### src/design/stt_map.svh
// Constants for the system tick down-counter: offsets, fields, reset values, counts.
// Assumes inclusion by bare name from the package and the design module.
// Operation
// - Reload holds 24 bits; upper byte reads zero.
// - At zero, counter reloads and keeps counting.
// - Control bit 0 enables; setting loads, starts.
// - Control bit 1 enables zero-event exception request.
// - Control bit 2: 0 reference, 1 CPU clock.
// - Bit 16 shows zero reached since read.
// - Any control register read clears the flag.
// - Reference clock is crystal input divided by 32.
// - Registers decoded at 0x10, 0x14, 0x18, 0x1C, 0x20, 0x24.
// - Offsets relative to private peripheral base address.
// - Current-value write clears counter and flag.
// - Calibration reports 10 ms reload value 0x9C4.
`ifndef STT_MAP_SVH
`define STT_MAP_SVH

// ----------------------------------------------------------------------------
// Addresses
// ----------------------------------------------------------------------------
`define STT_BASE_ADDR 32'hE000_E000
`define STT_OFF_CTRL 12'h010
`define STT_OFF_RELOAD 12'h014
`define STT_OFF_CURRENT 12'h018
`define STT_OFF_CALIB 12'h01C
`define STT_OFF_IRQ_STATUS 12'h020
`define STT_OFF_IRQ_MASK 12'h024

// ----------------------------------------------------------------------------
// Fields and values
// ----------------------------------------------------------------------------
`define STT_CTRL_ENABLE_BIT 0
`define STT_CTRL_REQ_EN_BIT 1
`define STT_CTRL_CLKSEL_BIT 2
`define STT_CTRL_FLAG_BIT 16
`define STT_CALIB_TEN_MS 24'h00_09C4
`define STT_CTRL_RESET 32'h0000_0000
`define STT_REF_DIVIDE 32
`define STT_CLK_HZ 25000000

`endif

### src/design/stt_pkg.sv
// Types for the system tick down-counter.
// Assumes the constants header sits beside it.
`include "stt_map.svh"

package stt_pkg;
  typedef logic [23:0] stt_count_t;
  typedef logic [1:0] stt_resp_t;
  localparam stt_resp_t STT_RESP_OKAY = 2'h0;
  localparam stt_resp_t STT_RESP_SLVERR = 2'h2;
endpackage

### src/design/stt_timer.sv
// System tick down-counter with an AXI4-Lite register slave.
// Assumes a single 25 MHz clock; the crystal input is sampled synchronously to it.
`timescale 1ns/1ps
`default_nettype none
`include "stt_map.svh"

module stt_timer #(
  parameter int unsigned REF_DIVIDE = `STT_REF_DIVIDE,
  parameter logic [23:0] TEN_MS = `STT_CALIB_TEN_MS
) (
  // Clock and reset
  input wire logic aclk,
  input wire logic aresetn,
  // Write address channel
  input wire logic [31:0] s_axi_awaddr,
  input wire logic s_axi_awvalid,
  output logic s_axi_awready,
  // Write data channel
  input wire logic [31:0] s_axi_wdata,
  input wire logic [3:0] s_axi_wstrb,
  input wire logic s_axi_wvalid,
  output logic s_axi_wready,
  // Write response channel
  output stt_pkg::stt_resp_t s_axi_bresp,
  output logic s_axi_bvalid,
  input wire logic s_axi_bready,
  // Read address channel
  input wire logic [31:0] s_axi_araddr,
  input wire logic s_axi_arvalid,
  output logic s_axi_arready,
  // Read data channel
  output logic [31:0] s_axi_rdata,
  output stt_pkg::stt_resp_t s_axi_rresp,
  output logic s_axi_rvalid,
  input wire logic s_axi_rready,
  // Crystal input and tick outputs
  input wire logic crystal_input,
  output logic tick_exception_req,
  output logic irq
);
  import stt_pkg::*;

  // --------------------------------------------------------------------------
  // Address decode
  // --------------------------------------------------------------------------
  function automatic logic [2:0] stt_decode(input logic [31:0] addr);
    logic [2:0] sel;
    sel = 3'h7;
    if (addr[31:12] == `STT_BASE_ADDR >> 12 && addr[1:0] == 2'h0) begin
      unique case (addr[11:0])
        `STT_OFF_CTRL: sel = 3'h0;
        `STT_OFF_RELOAD: sel = 3'h1;
        `STT_OFF_CURRENT: sel = 3'h2;
        `STT_OFF_CALIB: sel = 3'h3;
        `STT_OFF_IRQ_STATUS: sel = 3'h4;
        `STT_OFF_IRQ_MASK: sel = 3'h5;
        default: sel = 3'h7;
      endcase
    end
    return sel;
  endfunction

  // The control word is built once here, so a read and a byte-merged write see the same layout.
  function automatic logic [31:0] stt_ctrl_word(input logic flag, input logic clk_sel, input logic req_en,
                                                input logic en);
    logic [31:0] word;
    word = {15'h0000, flag, 13'h0000, clk_sel, req_en, en};
    return word;
  endfunction

  function automatic logic [31:0] stt_merge(input logic [31:0] old, input logic [31:0] wd,
                                            input logic [3:0] be);
    logic [31:0] res;
    res = old;
    for (int i = 0; i < 4; i++) begin
      if (be[i]) begin
        res[i*8 +: 8] = wd[i*8 +: 8];
      end
    end
    return res;
  endfunction

  // --------------------------------------------------------------------------
  // Bus state
  // --------------------------------------------------------------------------
  logic aw_held_reg;
  logic w_held_reg;
  logic [31:0] awaddr_reg;
  logic [31:0] wdata_reg;
  logic [3:0] wstrb_reg;
  logic wr_fire;
  logic rd_fire;
  logic [2:0] wr_sel;
  logic [2:0] rd_sel;

  logic enable_reg;
  logic req_en_reg;
  logic clk_sel_reg;
  logic flag_reg;
  stt_count_t reload_reg;
  stt_count_t current_reg;
  logic irq_status_reg;
  logic irq_mask_reg;
  logic [4:0] div_reg;
  logic xtal_prev_reg;
  logic ref_tick;
  logic count_tick;
  logic zero_event;
  logic start_load;
  logic current_clear;
  logic [31:0] ctrl_wval;

  assign wr_fire = aw_held_reg && w_held_reg && !s_axi_bvalid;
  assign rd_fire = s_axi_arvalid && s_axi_arready;
  assign wr_sel = stt_decode(awaddr_reg);
  assign rd_sel = stt_decode(s_axi_araddr);
  assign ctrl_wval = stt_merge(stt_ctrl_word(flag_reg, clk_sel_reg, req_en_reg, enable_reg),
                               wdata_reg, wstrb_reg);

  // --------------------------------------------------------------------------
  // Write channels
  // --------------------------------------------------------------------------
  // Ready is a one-cycle pulse; no new address is taken while a response waits.
  always_ff @(posedge aclk) begin
    if (!aresetn) begin
      s_axi_awready <= 1'b0;
    end else begin
      s_axi_awready <= !aw_held_reg && !s_axi_awready && !s_axi_bvalid && s_axi_awvalid;
    end
  end

  always_ff @(posedge aclk) begin
    if (!aresetn) begin
      s_axi_wready <= 1'b0;
    end else begin
      s_axi_wready <= !w_held_reg && !s_axi_wready && !s_axi_bvalid && s_axi_wvalid;
    end
  end

  // Address and data are held separately, so the master may offer them in either order.
  always_ff @(posedge aclk) begin
    if (!aresetn) begin
      aw_held_reg <= 1'b0;
      awaddr_reg <= 32'h0000_0000;
    end else if (s_axi_awvalid && s_axi_awready) begin
      aw_held_reg <= 1'b1;
      awaddr_reg <= s_axi_awaddr;
    end else if (wr_fire) begin
      aw_held_reg <= 1'b0;
    end
  end

  always_ff @(posedge aclk) begin
    if (!aresetn) begin
      w_held_reg <= 1'b0;
      wdata_reg <= 32'h0000_0000;
      wstrb_reg <= 4'h0;
    end else if (s_axi_wvalid && s_axi_wready) begin
      w_held_reg <= 1'b1;
      wdata_reg <= s_axi_wdata;
      wstrb_reg <= s_axi_wstrb;
    end else if (wr_fire) begin
      w_held_reg <= 1'b0;
    end
  end

  always_ff @(posedge aclk) begin
    if (!aresetn) begin
      s_axi_bvalid <= 1'b0;
      s_axi_bresp <= STT_RESP_OKAY;
    end else if (wr_fire) begin
      s_axi_bvalid <= 1'b1;
      s_axi_bresp <= (wr_sel == 3'h7 || wr_sel == 3'h3) ? STT_RESP_SLVERR : STT_RESP_OKAY;
    end else if (s_axi_bvalid && s_axi_bready) begin
      s_axi_bvalid <= 1'b0;
    end
  end

  // --------------------------------------------------------------------------
  // Read channels
  // --------------------------------------------------------------------------
  always_ff @(posedge aclk) begin
    if (!aresetn) begin
      s_axi_arready <= 1'b0;
      s_axi_rvalid <= 1'b0;
      s_axi_rdata <= 32'h0000_0000;
      s_axi_rresp <= STT_RESP_OKAY;
    end else begin
      s_axi_arready <= !s_axi_arready && !s_axi_rvalid && s_axi_arvalid;
      if (rd_fire) begin
        s_axi_rvalid <= 1'b1;
        s_axi_rresp <= STT_RESP_OKAY;
        unique case (rd_sel)
          3'h0: s_axi_rdata <= stt_ctrl_word(flag_reg, clk_sel_reg, req_en_reg, enable_reg);
          3'h1: s_axi_rdata <= {8'h00, reload_reg};
          3'h2: s_axi_rdata <= {8'h00, current_reg};
          3'h3: s_axi_rdata <= {8'h00, TEN_MS};
          3'h4: s_axi_rdata <= {31'h0000_0000, irq_status_reg};
          3'h5: s_axi_rdata <= {31'h0000_0000, irq_mask_reg};
          default: begin
            s_axi_rdata <= 32'h0000_0000;
            s_axi_rresp <= STT_RESP_SLVERR;
          end
        endcase
      end else if (s_axi_rvalid && s_axi_rready) begin
        s_axi_rvalid <= 1'b0;
      end
    end
  end

  // --------------------------------------------------------------------------
  // Control and reload registers
  // --------------------------------------------------------------------------
  assign start_load = wr_fire && wr_sel == 3'h0 && ctrl_wval[`STT_CTRL_ENABLE_BIT] && !enable_reg;
  assign current_clear = wr_fire && wr_sel == 3'h2;

  always_ff @(posedge aclk) begin
    if (!aresetn) begin
      enable_reg <= 1'b0;
      req_en_reg <= 1'b0;
      clk_sel_reg <= 1'b0;
    end else if (wr_fire && wr_sel == 3'h0) begin
      enable_reg <= ctrl_wval[`STT_CTRL_ENABLE_BIT];
      req_en_reg <= ctrl_wval[`STT_CTRL_REQ_EN_BIT];
      clk_sel_reg <= ctrl_wval[`STT_CTRL_CLKSEL_BIT];
    end
  end

  // Only the low 24 bits are stored, so the upper byte always reads back as zero.
  always_ff @(posedge aclk) begin
    if (!aresetn) begin
      reload_reg <= 24'h00_0000;
    end else if (wr_fire && wr_sel == 3'h1) begin
      reload_reg <= stt_merge({8'h00, reload_reg}, wdata_reg, wstrb_reg)[23:0];
    end
  end

  always_ff @(posedge aclk) begin
    if (!aresetn) begin
      irq_mask_reg <= 1'b0;
    end else if (wr_fire && wr_sel == 3'h5 && wstrb_reg[0]) begin
      irq_mask_reg <= wdata_reg[0];
    end
  end

  // --------------------------------------------------------------------------
  // Reference clock divider
  // --------------------------------------------------------------------------
  // Rising edges of the crystal input are counted; it must run below half of aclk.
  always_ff @(posedge aclk) begin
    if (!aresetn) begin
      xtal_prev_reg <= 1'b0;
      div_reg <= 5'h00;
    end else begin
      xtal_prev_reg <= crystal_input;
      if (crystal_input && !xtal_prev_reg) begin
        div_reg <= (div_reg == 5'(REF_DIVIDE - 1)) ? 5'h00 : div_reg + 5'h01;
      end
    end
  end
  assign ref_tick = crystal_input && !xtal_prev_reg && div_reg == 5'(REF_DIVIDE - 1);
  assign count_tick = clk_sel_reg ? 1'b1 : ref_tick;

  // --------------------------------------------------------------------------
  // Down-counter
  // --------------------------------------------------------------------------
  assign zero_event = enable_reg && count_tick && current_reg == 24'h00_0001;

  always_ff @(posedge aclk) begin
    if (!aresetn) begin
      current_reg <= 24'h00_0000;
    end else if (current_clear) begin
      current_reg <= 24'h00_0000;
    end else if (start_load) begin
      current_reg <= reload_reg;
    end else if (enable_reg && count_tick) begin
      if (current_reg == 24'h00_0000) begin
        current_reg <= reload_reg;
      end else begin
        current_reg <= current_reg - 24'h00_0001;
      end
    end
  end

  // --------------------------------------------------------------------------
  // Zero flag, exception request and interrupt
  // --------------------------------------------------------------------------
  // A zero event in the clearing cycle wins, so no event is lost.
  always_ff @(posedge aclk) begin
    if (!aresetn) begin
      flag_reg <= 1'b0;
    end else if (zero_event) begin
      flag_reg <= 1'b1;
    end else if ((rd_fire && rd_sel == 3'h0) || current_clear) begin
      flag_reg <= 1'b0;
    end
  end

  // The status bit is sticky and cleared by writing a one to it.
  always_ff @(posedge aclk) begin
    if (!aresetn) begin
      irq_status_reg <= 1'b0;
    end else if (zero_event) begin
      irq_status_reg <= 1'b1;
    end else if (wr_fire && wr_sel == 3'h4 && wstrb_reg[0] && wdata_reg[0]) begin
      irq_status_reg <= 1'b0;
    end
  end

  always_ff @(posedge aclk) begin
    if (!aresetn) begin
      tick_exception_req <= 1'b0;
    end else begin
      tick_exception_req <= zero_event && req_en_reg;
    end
  end

  // The event term lets the interrupt rise in the same cycle as the status bit.
  always_ff @(posedge aclk) begin
    if (!aresetn) begin
      irq <= 1'b0;
    end else begin
      irq <= (irq_status_reg || zero_event) && irq_mask_reg;
    end
  end

endmodule
`default_nettype wire

### config.mk
export PLATFORM = sky130hd
export DESIGN_NAME = stt_timer
export DESIGN_NICKNAME = d
export VERILOG_FILES = /design/src/design/stt_pkg.sv /design/src/design/stt_timer.sv
export VERILOG_INCLUDE_DIRS = /design/src /design/src/design
export SDC_FILE = /design/constraint.sdc
export NUM_CORES = 1
export LEC_CHECK = 0
export ABC_AREA = 1
export BUFFER_PORTS_ARGS = -buffer_cell sky130_fd_sc_hd__clkbuf_2
export CAP_MARGIN = 20
export CORE_MARGIN = 2
export CORE_UTILIZATION = 55
export CTS_CLUSTER_DIAMETER = 80
export DETAILED_ROUTE_END_ITERATION = 8
export PLACE_DENSITY = 0.88
export SLEW_MARGIN = 20
export SYNTH_ARGS = -nofsm -noshare
export SYNTH_HDL_FRONTEND = slang
export SYNTH_SLANG_ARGS = --single-unit
export TNS_END_PERCENT = 50
### constraint.sdc
create_clock -name aclk -period 2 [get_ports aclk]
set_input_delay 0.4 -clock aclk [delete_from_list [all_inputs] [get_ports aclk]]
set_output_delay 0.4 -clock aclk [all_outputs]
set_load 0.03 [all_outputs]
# After elaboration in Yosys (flattened, before gate mapping)
# Index checks and enable logic that the tools add are counted.
# word_totals
reg_bits,164
latch_bits,0
ram_bits,0
mem_bits_ro,0
inputBits,108
out_inout_bits,43
word_cells,145
n_memories,0
# classes
addsub,2
multipliers,0
div,0
n_lt_le_gt_ge,0
n_eq_ne,27
shift,0
mux,24
bitwise,1
n_reduce_logical,64
# ops
operator,count
24-bit one-hot mux with 6 select lines,1
"12-bit by 5-bit == test with 1-bit output, second input constant",8
24-bit two-way mux,3
"12-bit by 6-bit == test with 1-bit output, second input constant",4
"20-bit == test, second input constant",2
3-bit one-hot mux with 6 select lines,2
1-bit logical AND,34
"24-bit by 1-bit == test with 1-bit output, second input constant",1
24-bit zero test,1
"24-bit by 1-bit subtractor with 24-bit output, second input constant",1
"3-bit == test, second input constant",5
2-bit nonzero test,7
1-bit two-way mux,13
"3-bit by 2-bit == test with 1-bit output, second input constant",4
1-bit zero test,9
2-bit AND reduction,4
"3-bit by 1-bit == test with 1-bit output, second input constant",2
3-bit zero test,2
3-bit two-way mux,2
6-bit OR reduction,1
"5-bit by 1-bit adder with 5-bit output, second input constant",1
"5-bit == test, second input constant",1
5-bit two-way mux,1
2-bit zero test,2
4 further kinds,7

# Logic depth before layout (Yosys ltp)
# logic_depth
ltp_word,9
depth_mapped,16
depth_no_buf,15

# Worst setup path before layout
# Ideal clock, no wire load.
# synth_timing
path_kind,reg-to-reg
from,register s_axi_bvalid
to,register reload_reg[0]
setup_ps,116
arrival_time_ps,1780
t_required_ps,1884
setup_slack_ps,104
stages_incl_launch_ff,9
path_buffers,0
period_less_slack_ps,1896
path_cell_list,dfxtp_1 -> nor3_4 -> nand2_1 -> nor4_2 -> nand2_1 -> nor2_1 -> inv_1 -> o21ai_0 -> nor2_1
# synth_between
elab_chain_cells,4
# synth_rtl
element,line_no,source
from (decl),stt_timer.sv:25,"output logic s_axi_bvalid,"
from (signal assigned),stt_timer.sv:169,s_axi_bvalid <= 1'b0;
from (signal assigned),stt_timer.sv:172,s_axi_bvalid <= 1'b1;
from (signal assigned),stt_timer.sv:175,s_axi_bvalid <= 1'b0;
1-bit zero test,stt_timer.sv:113,assign wr_fire = aw_held_reg && w_held_reg && !s_axi_bvalid;
1-bit logical AND,stt_timer.sv:113,
1-bit logical AND,stt_timer.sv:233,end else if (wr_fire && wr_sel == 3'h1) begin
2-bit AND reduction (no line),--,
to (signal assigned),stt_timer.sv:234,"reload_reg <= stt_merge({8'h00, reload_reg}, wdata_reg, wstrb_reg)[23:0];"
to (decl),stt_timer.sv:100,stt_count_t reload_reg;
# Every way passes these cells.
# A chain may end at the register's enable or synchronous reset.

# Worst setup path in the final report
# layout_timing
from,register awaddr_reg[0]
to,register current_reg[20]
# layout_between
elab_chain_cells,8
elab_cells_between_ends,19
cone_classes,eq/ne: 7; mux: 3; reduce/logical: 9
# layout_rtl
element,line_no,source
from (decl),stt_timer.sv:88,logic [31:0] awaddr_reg;
from (signal assigned),stt_timer.sv:147,awaddr_reg <= s_axi_awaddr;
12-bit by 6-bit == test with 1-bit output (tied with other cells),stt_timer.sv:50,unique case (addr[11:0])
3-bit one-hot mux with 6 select lines / 1-bit logical AND (equally long branches),"stt_timer.sv:50, stt_timer.sv:49",
3-bit two-way mux (*),stt_timer.sv:49,if (addr[31:12] == `STT_BASE_ADDR >> 12 && addr[1:0] == 2'h0) begin
3-bit zero test,stt_timer.sv:214,assign start_load = wr_fire && wr_sel == 3'h0 && ctrl_wval[`STT_CTRL_ENABLE_BIT] && !enable_reg;
1-bit logical AND (3 in series),stt_timer.sv:214,
24-bit two-way mux / 2-bit nonzero test (equally long branches),--,
to (signal assigned),stt_timer.sv:275,current_reg <= reload_reg;
to (signal assigned),stt_timer.sv:278,current_reg <= reload_reg;
to (signal assigned),stt_timer.sv:280,current_reg <= current_reg - 24'h00_0001;
to (decl),stt_timer.sv:101,stt_count_t current_reg;
# Mark *: on every way between the ends. The rest lies on a longest branch, timed or not.

==> metrics.csv <==
stage;metric;value;unit
placement;routabilityCongestion;0.953;
timing;worstMarginPinSlew;766;ps
critical_path;cp.depth;12;
logic_synthesis;yosys_warnings;0;
timing;setup_viol;40;
job;maxCapViolations;0;
logic_synthesis;synth_edf_count;0;
timing;clock-skew-final;6.54;ps
cells_and_area;final_cell_area;9320;um^2
clock_network;clockBufferDepth;2;
critical_path;crit-reg2reg-capture;current_reg[20];
logic_synthesis;yosys.area.top_type;dfxtp_1;
timing;post-route-period-util;108;%
clock_network;hold_buffers;0;
critical_path;endpoint_kind;flop;
cells_and_area;nets;1334;
logic_synthesis;synth.cell_area;7340;um^2
run_status;outcome;complete, but fails checks;
clock_network;path_clk_slew;70;ps
pwr;peakVddDrop;0.000738;V
cells_and_area;drive_above_1_share;23.6;%
critical_path;reg2reg_depth;12;
placement;dp_hpwl;12900;um
timing;grt_setup_unrepaired;true;
critical_path;critical_path.cell_chain;nor2_4, nand2_2, nor2_4, o21ai_4, nor2_8, nand3_4, nor2_4, nand3_4, nand2_8, buf_8, o21ai_0, a21oi_1;
clock_network;cts_tree;yes;
die;fp-row-count;42;
placement;io_buffer_count;131;
pwr;power_density;760;nW/um^2
timing;hold_slack;177;ps
die;core_region_area;13100;um^2
logic_synthesis;yosysMostFrequentCell;nor2_1;
die;die_w;120;um
drt;drc;0;
logic_synthesis;synth_top_area_share;42.0;%
timing;hold_viol;0;
placement;place_area;8360;um^2
drt;routedWlPerCell;14.2;um
die;dieArea;14300;um^2
global_routing;grt_max_degree;96;
critical_path;crit_fanout;7;
logic_synthesis;ys_seq_elements;154;
critical_path;r2r_slack;-160;ps
cells_and_area;area_growth;26.9;%
global_routing;grt_pass1_vias;6922;
clock_network;cts-root-buf;clkbuf_16;
drt;vias_per_cell;5.33;
die;io_pins;151;
timing;drv_slew;0;
logic_synthesis;syn_inst;1063;
logic_synthesis;synthArstFlopShare;0;%
global_routing;overflow;0;
timing;timing.fmax;464;MHz
placement;pre_cts_slack;-158;ps
critical_path;cp_common_cell;nor2_4;
critical_path;reg2reg_from;awaddr_reg[0];
drt;drtPass1Iterations;5;
logic_synthesis;synth_cell_types;41;
critical_path;cp.buffers_inverters;1;
drt;dr_total_vias;7514;
global_routing;antenna_found_initial;0;
critical_path;critPathLaunch;awaddr_reg[0];
cells_and_area;largest_reg_flops;32;
logic_synthesis;netlist_top_cells_area;dfxtp_1 (42%), nor2_1 (11%), nand2_1 (9.3%);
timing;slew_headroom;48.9;%
hold_path;hold_path_class;input pin to flop;
critical_path;critPathSlowestCell;dfxtp_2;
timing;setup_ws;-156;ps
timing;fin_setup_tns;-2520;ps
clock_network;cts_buffers;17;
critical_path;required;2360;ps
clock_network;clock_sinks;154;
logic_synthesis;synthTopCellsByCount;nor2_1 (219), nand2_1 (181), dfxtp_1 (154);
logic_synthesis;syn_avg_cell_area;6.91;um^2
critical_path;cp.arrival;2510;ps
drt;drt-initial-drc-count;665;
critical_path;startpoint_type;flop;
hold_path;hold_path_depth;3;
clock_network;insertion_delay;430;ps
die;die_h;120;um
critical_path;crit_type;flop to flop;
global_routing;grt_use_total;27.0;%
critical_path;crit_family;simple AND/OR/NAND/NOR gates;
timing;fin_crit;2160;ps
run_status;violations;negative setup slack;
hold_path;min_from;crystal_input;
critical_path;crit_end;current_reg[20];
cells_and_area;antenna_cells;0;
drt;drt.antenna.violating_nets;0;
drt;drt_wl_total;20000;um
global_routing;grt_first_pass_wirelength;31100;um
logic_synthesis;yosysSeqAreaShare;42.0;%
clock_network;htree_levels;4;
pwr;p_leak;4.15;nW
logic_synthesis;synth_ff_type;dfxtp_1;
die;start_util;55.9;%
critical_path;cpPeakStageDelay;340;ps
metrics by stage:
step	util, %	total power [mW]	instances
6_report	70.9	7.09	1410
5_1_grt	70.9	7.29	1410
4_1_cts	69.3	7.07	1407
3_5_place_dp	63.6	3.72	1369
3_3_place_gp	63.6	3.71	1369
2_1_floorplan	-	3.55	1072
worst min-delay path by stage:
stage | to | slack (ps)
after floorplan | s_axi_awready | 420
after global placement | s_axi_wready | 430
after detailed placement | s_axi_wready | 440
after CTS | xtal_prev_reg | 180
after global routing | s_axi_awready | 190
final | xtal_prev_reg | 180
cell type report:
class | count | area (um^2)
Tap cell | 176 | 220
Clock buffer | 18 | 439
Sequential cell | 154 | 3090
Fill cell | 1004 | 3820
Clock inverter | 14 | 184
Inverter | 120 | 458
Multi-Input combinational cell | 749 | 3790
Timing Repair Buffer | 179 | 1140
kinds of logic after synthesis:
family | count (synthesis) | share of synthesized area (%)
AO/OA/AOI/OAI | 203 | 14.5
XOR/XNOR | 21 | 2.51
adder cells (fa/ha/maj) | 5 | 0.852
buffers and inverters | 170 | 9.78
flip-flops | 154 | 42.0
other | 1 | 0.0511
AND/OR/NAND/NOR | 509 | 30.4
layout by cell type (no fill, tap or decap), types with 8 or more instances in the layout:
master	count
inv_2	9
o22ai_1	14
nor2_4	11
buf_4	32
nand2_2	11
clkbuf_16	17
a21oi_1	60
nand2_1	171
clkbuf_2	131
nor2_1	208
xor2_1	19
nor3_1	10
o21ai_1	10
o21ai_0	102
buf_6	8
dfxtp_1	152
inv_1	110
conb_1	10
nand3_1	48
nand4_1	13
nor2_2	12
timing repair:
action / 4_1_cts / 5_1_grt
pin swaps: 7 / 14
cloned: 1 / 0
setup endpoints to repair: 40 / 54
setup buffers: 5 / 3
resized for setup: 22 / 60
metal layers:
layer	GRT usage (%)	wire length, um	vias to the layer above
li1	-	-	3694
met4	10.9	762	0
met2	44.7	9200	386
met5	0	0	-
met1	33.8	8150	3353
met3	6.46	1860	81
power by group:
part           internal, mW  total [mW]  leakage (nW)  switching (mW)
clock network          2.03        3.40         0.298            1.37
registers              3.15        3.19          1.25          0.0467
logic                 0.191       0.498          2.61           0.308
worst min-delay path, stage by stage:
cell      delay [ps]
clkbuf_2          90
nand2_1           50
inv_1             40
(Power assumes the default switching activity.)
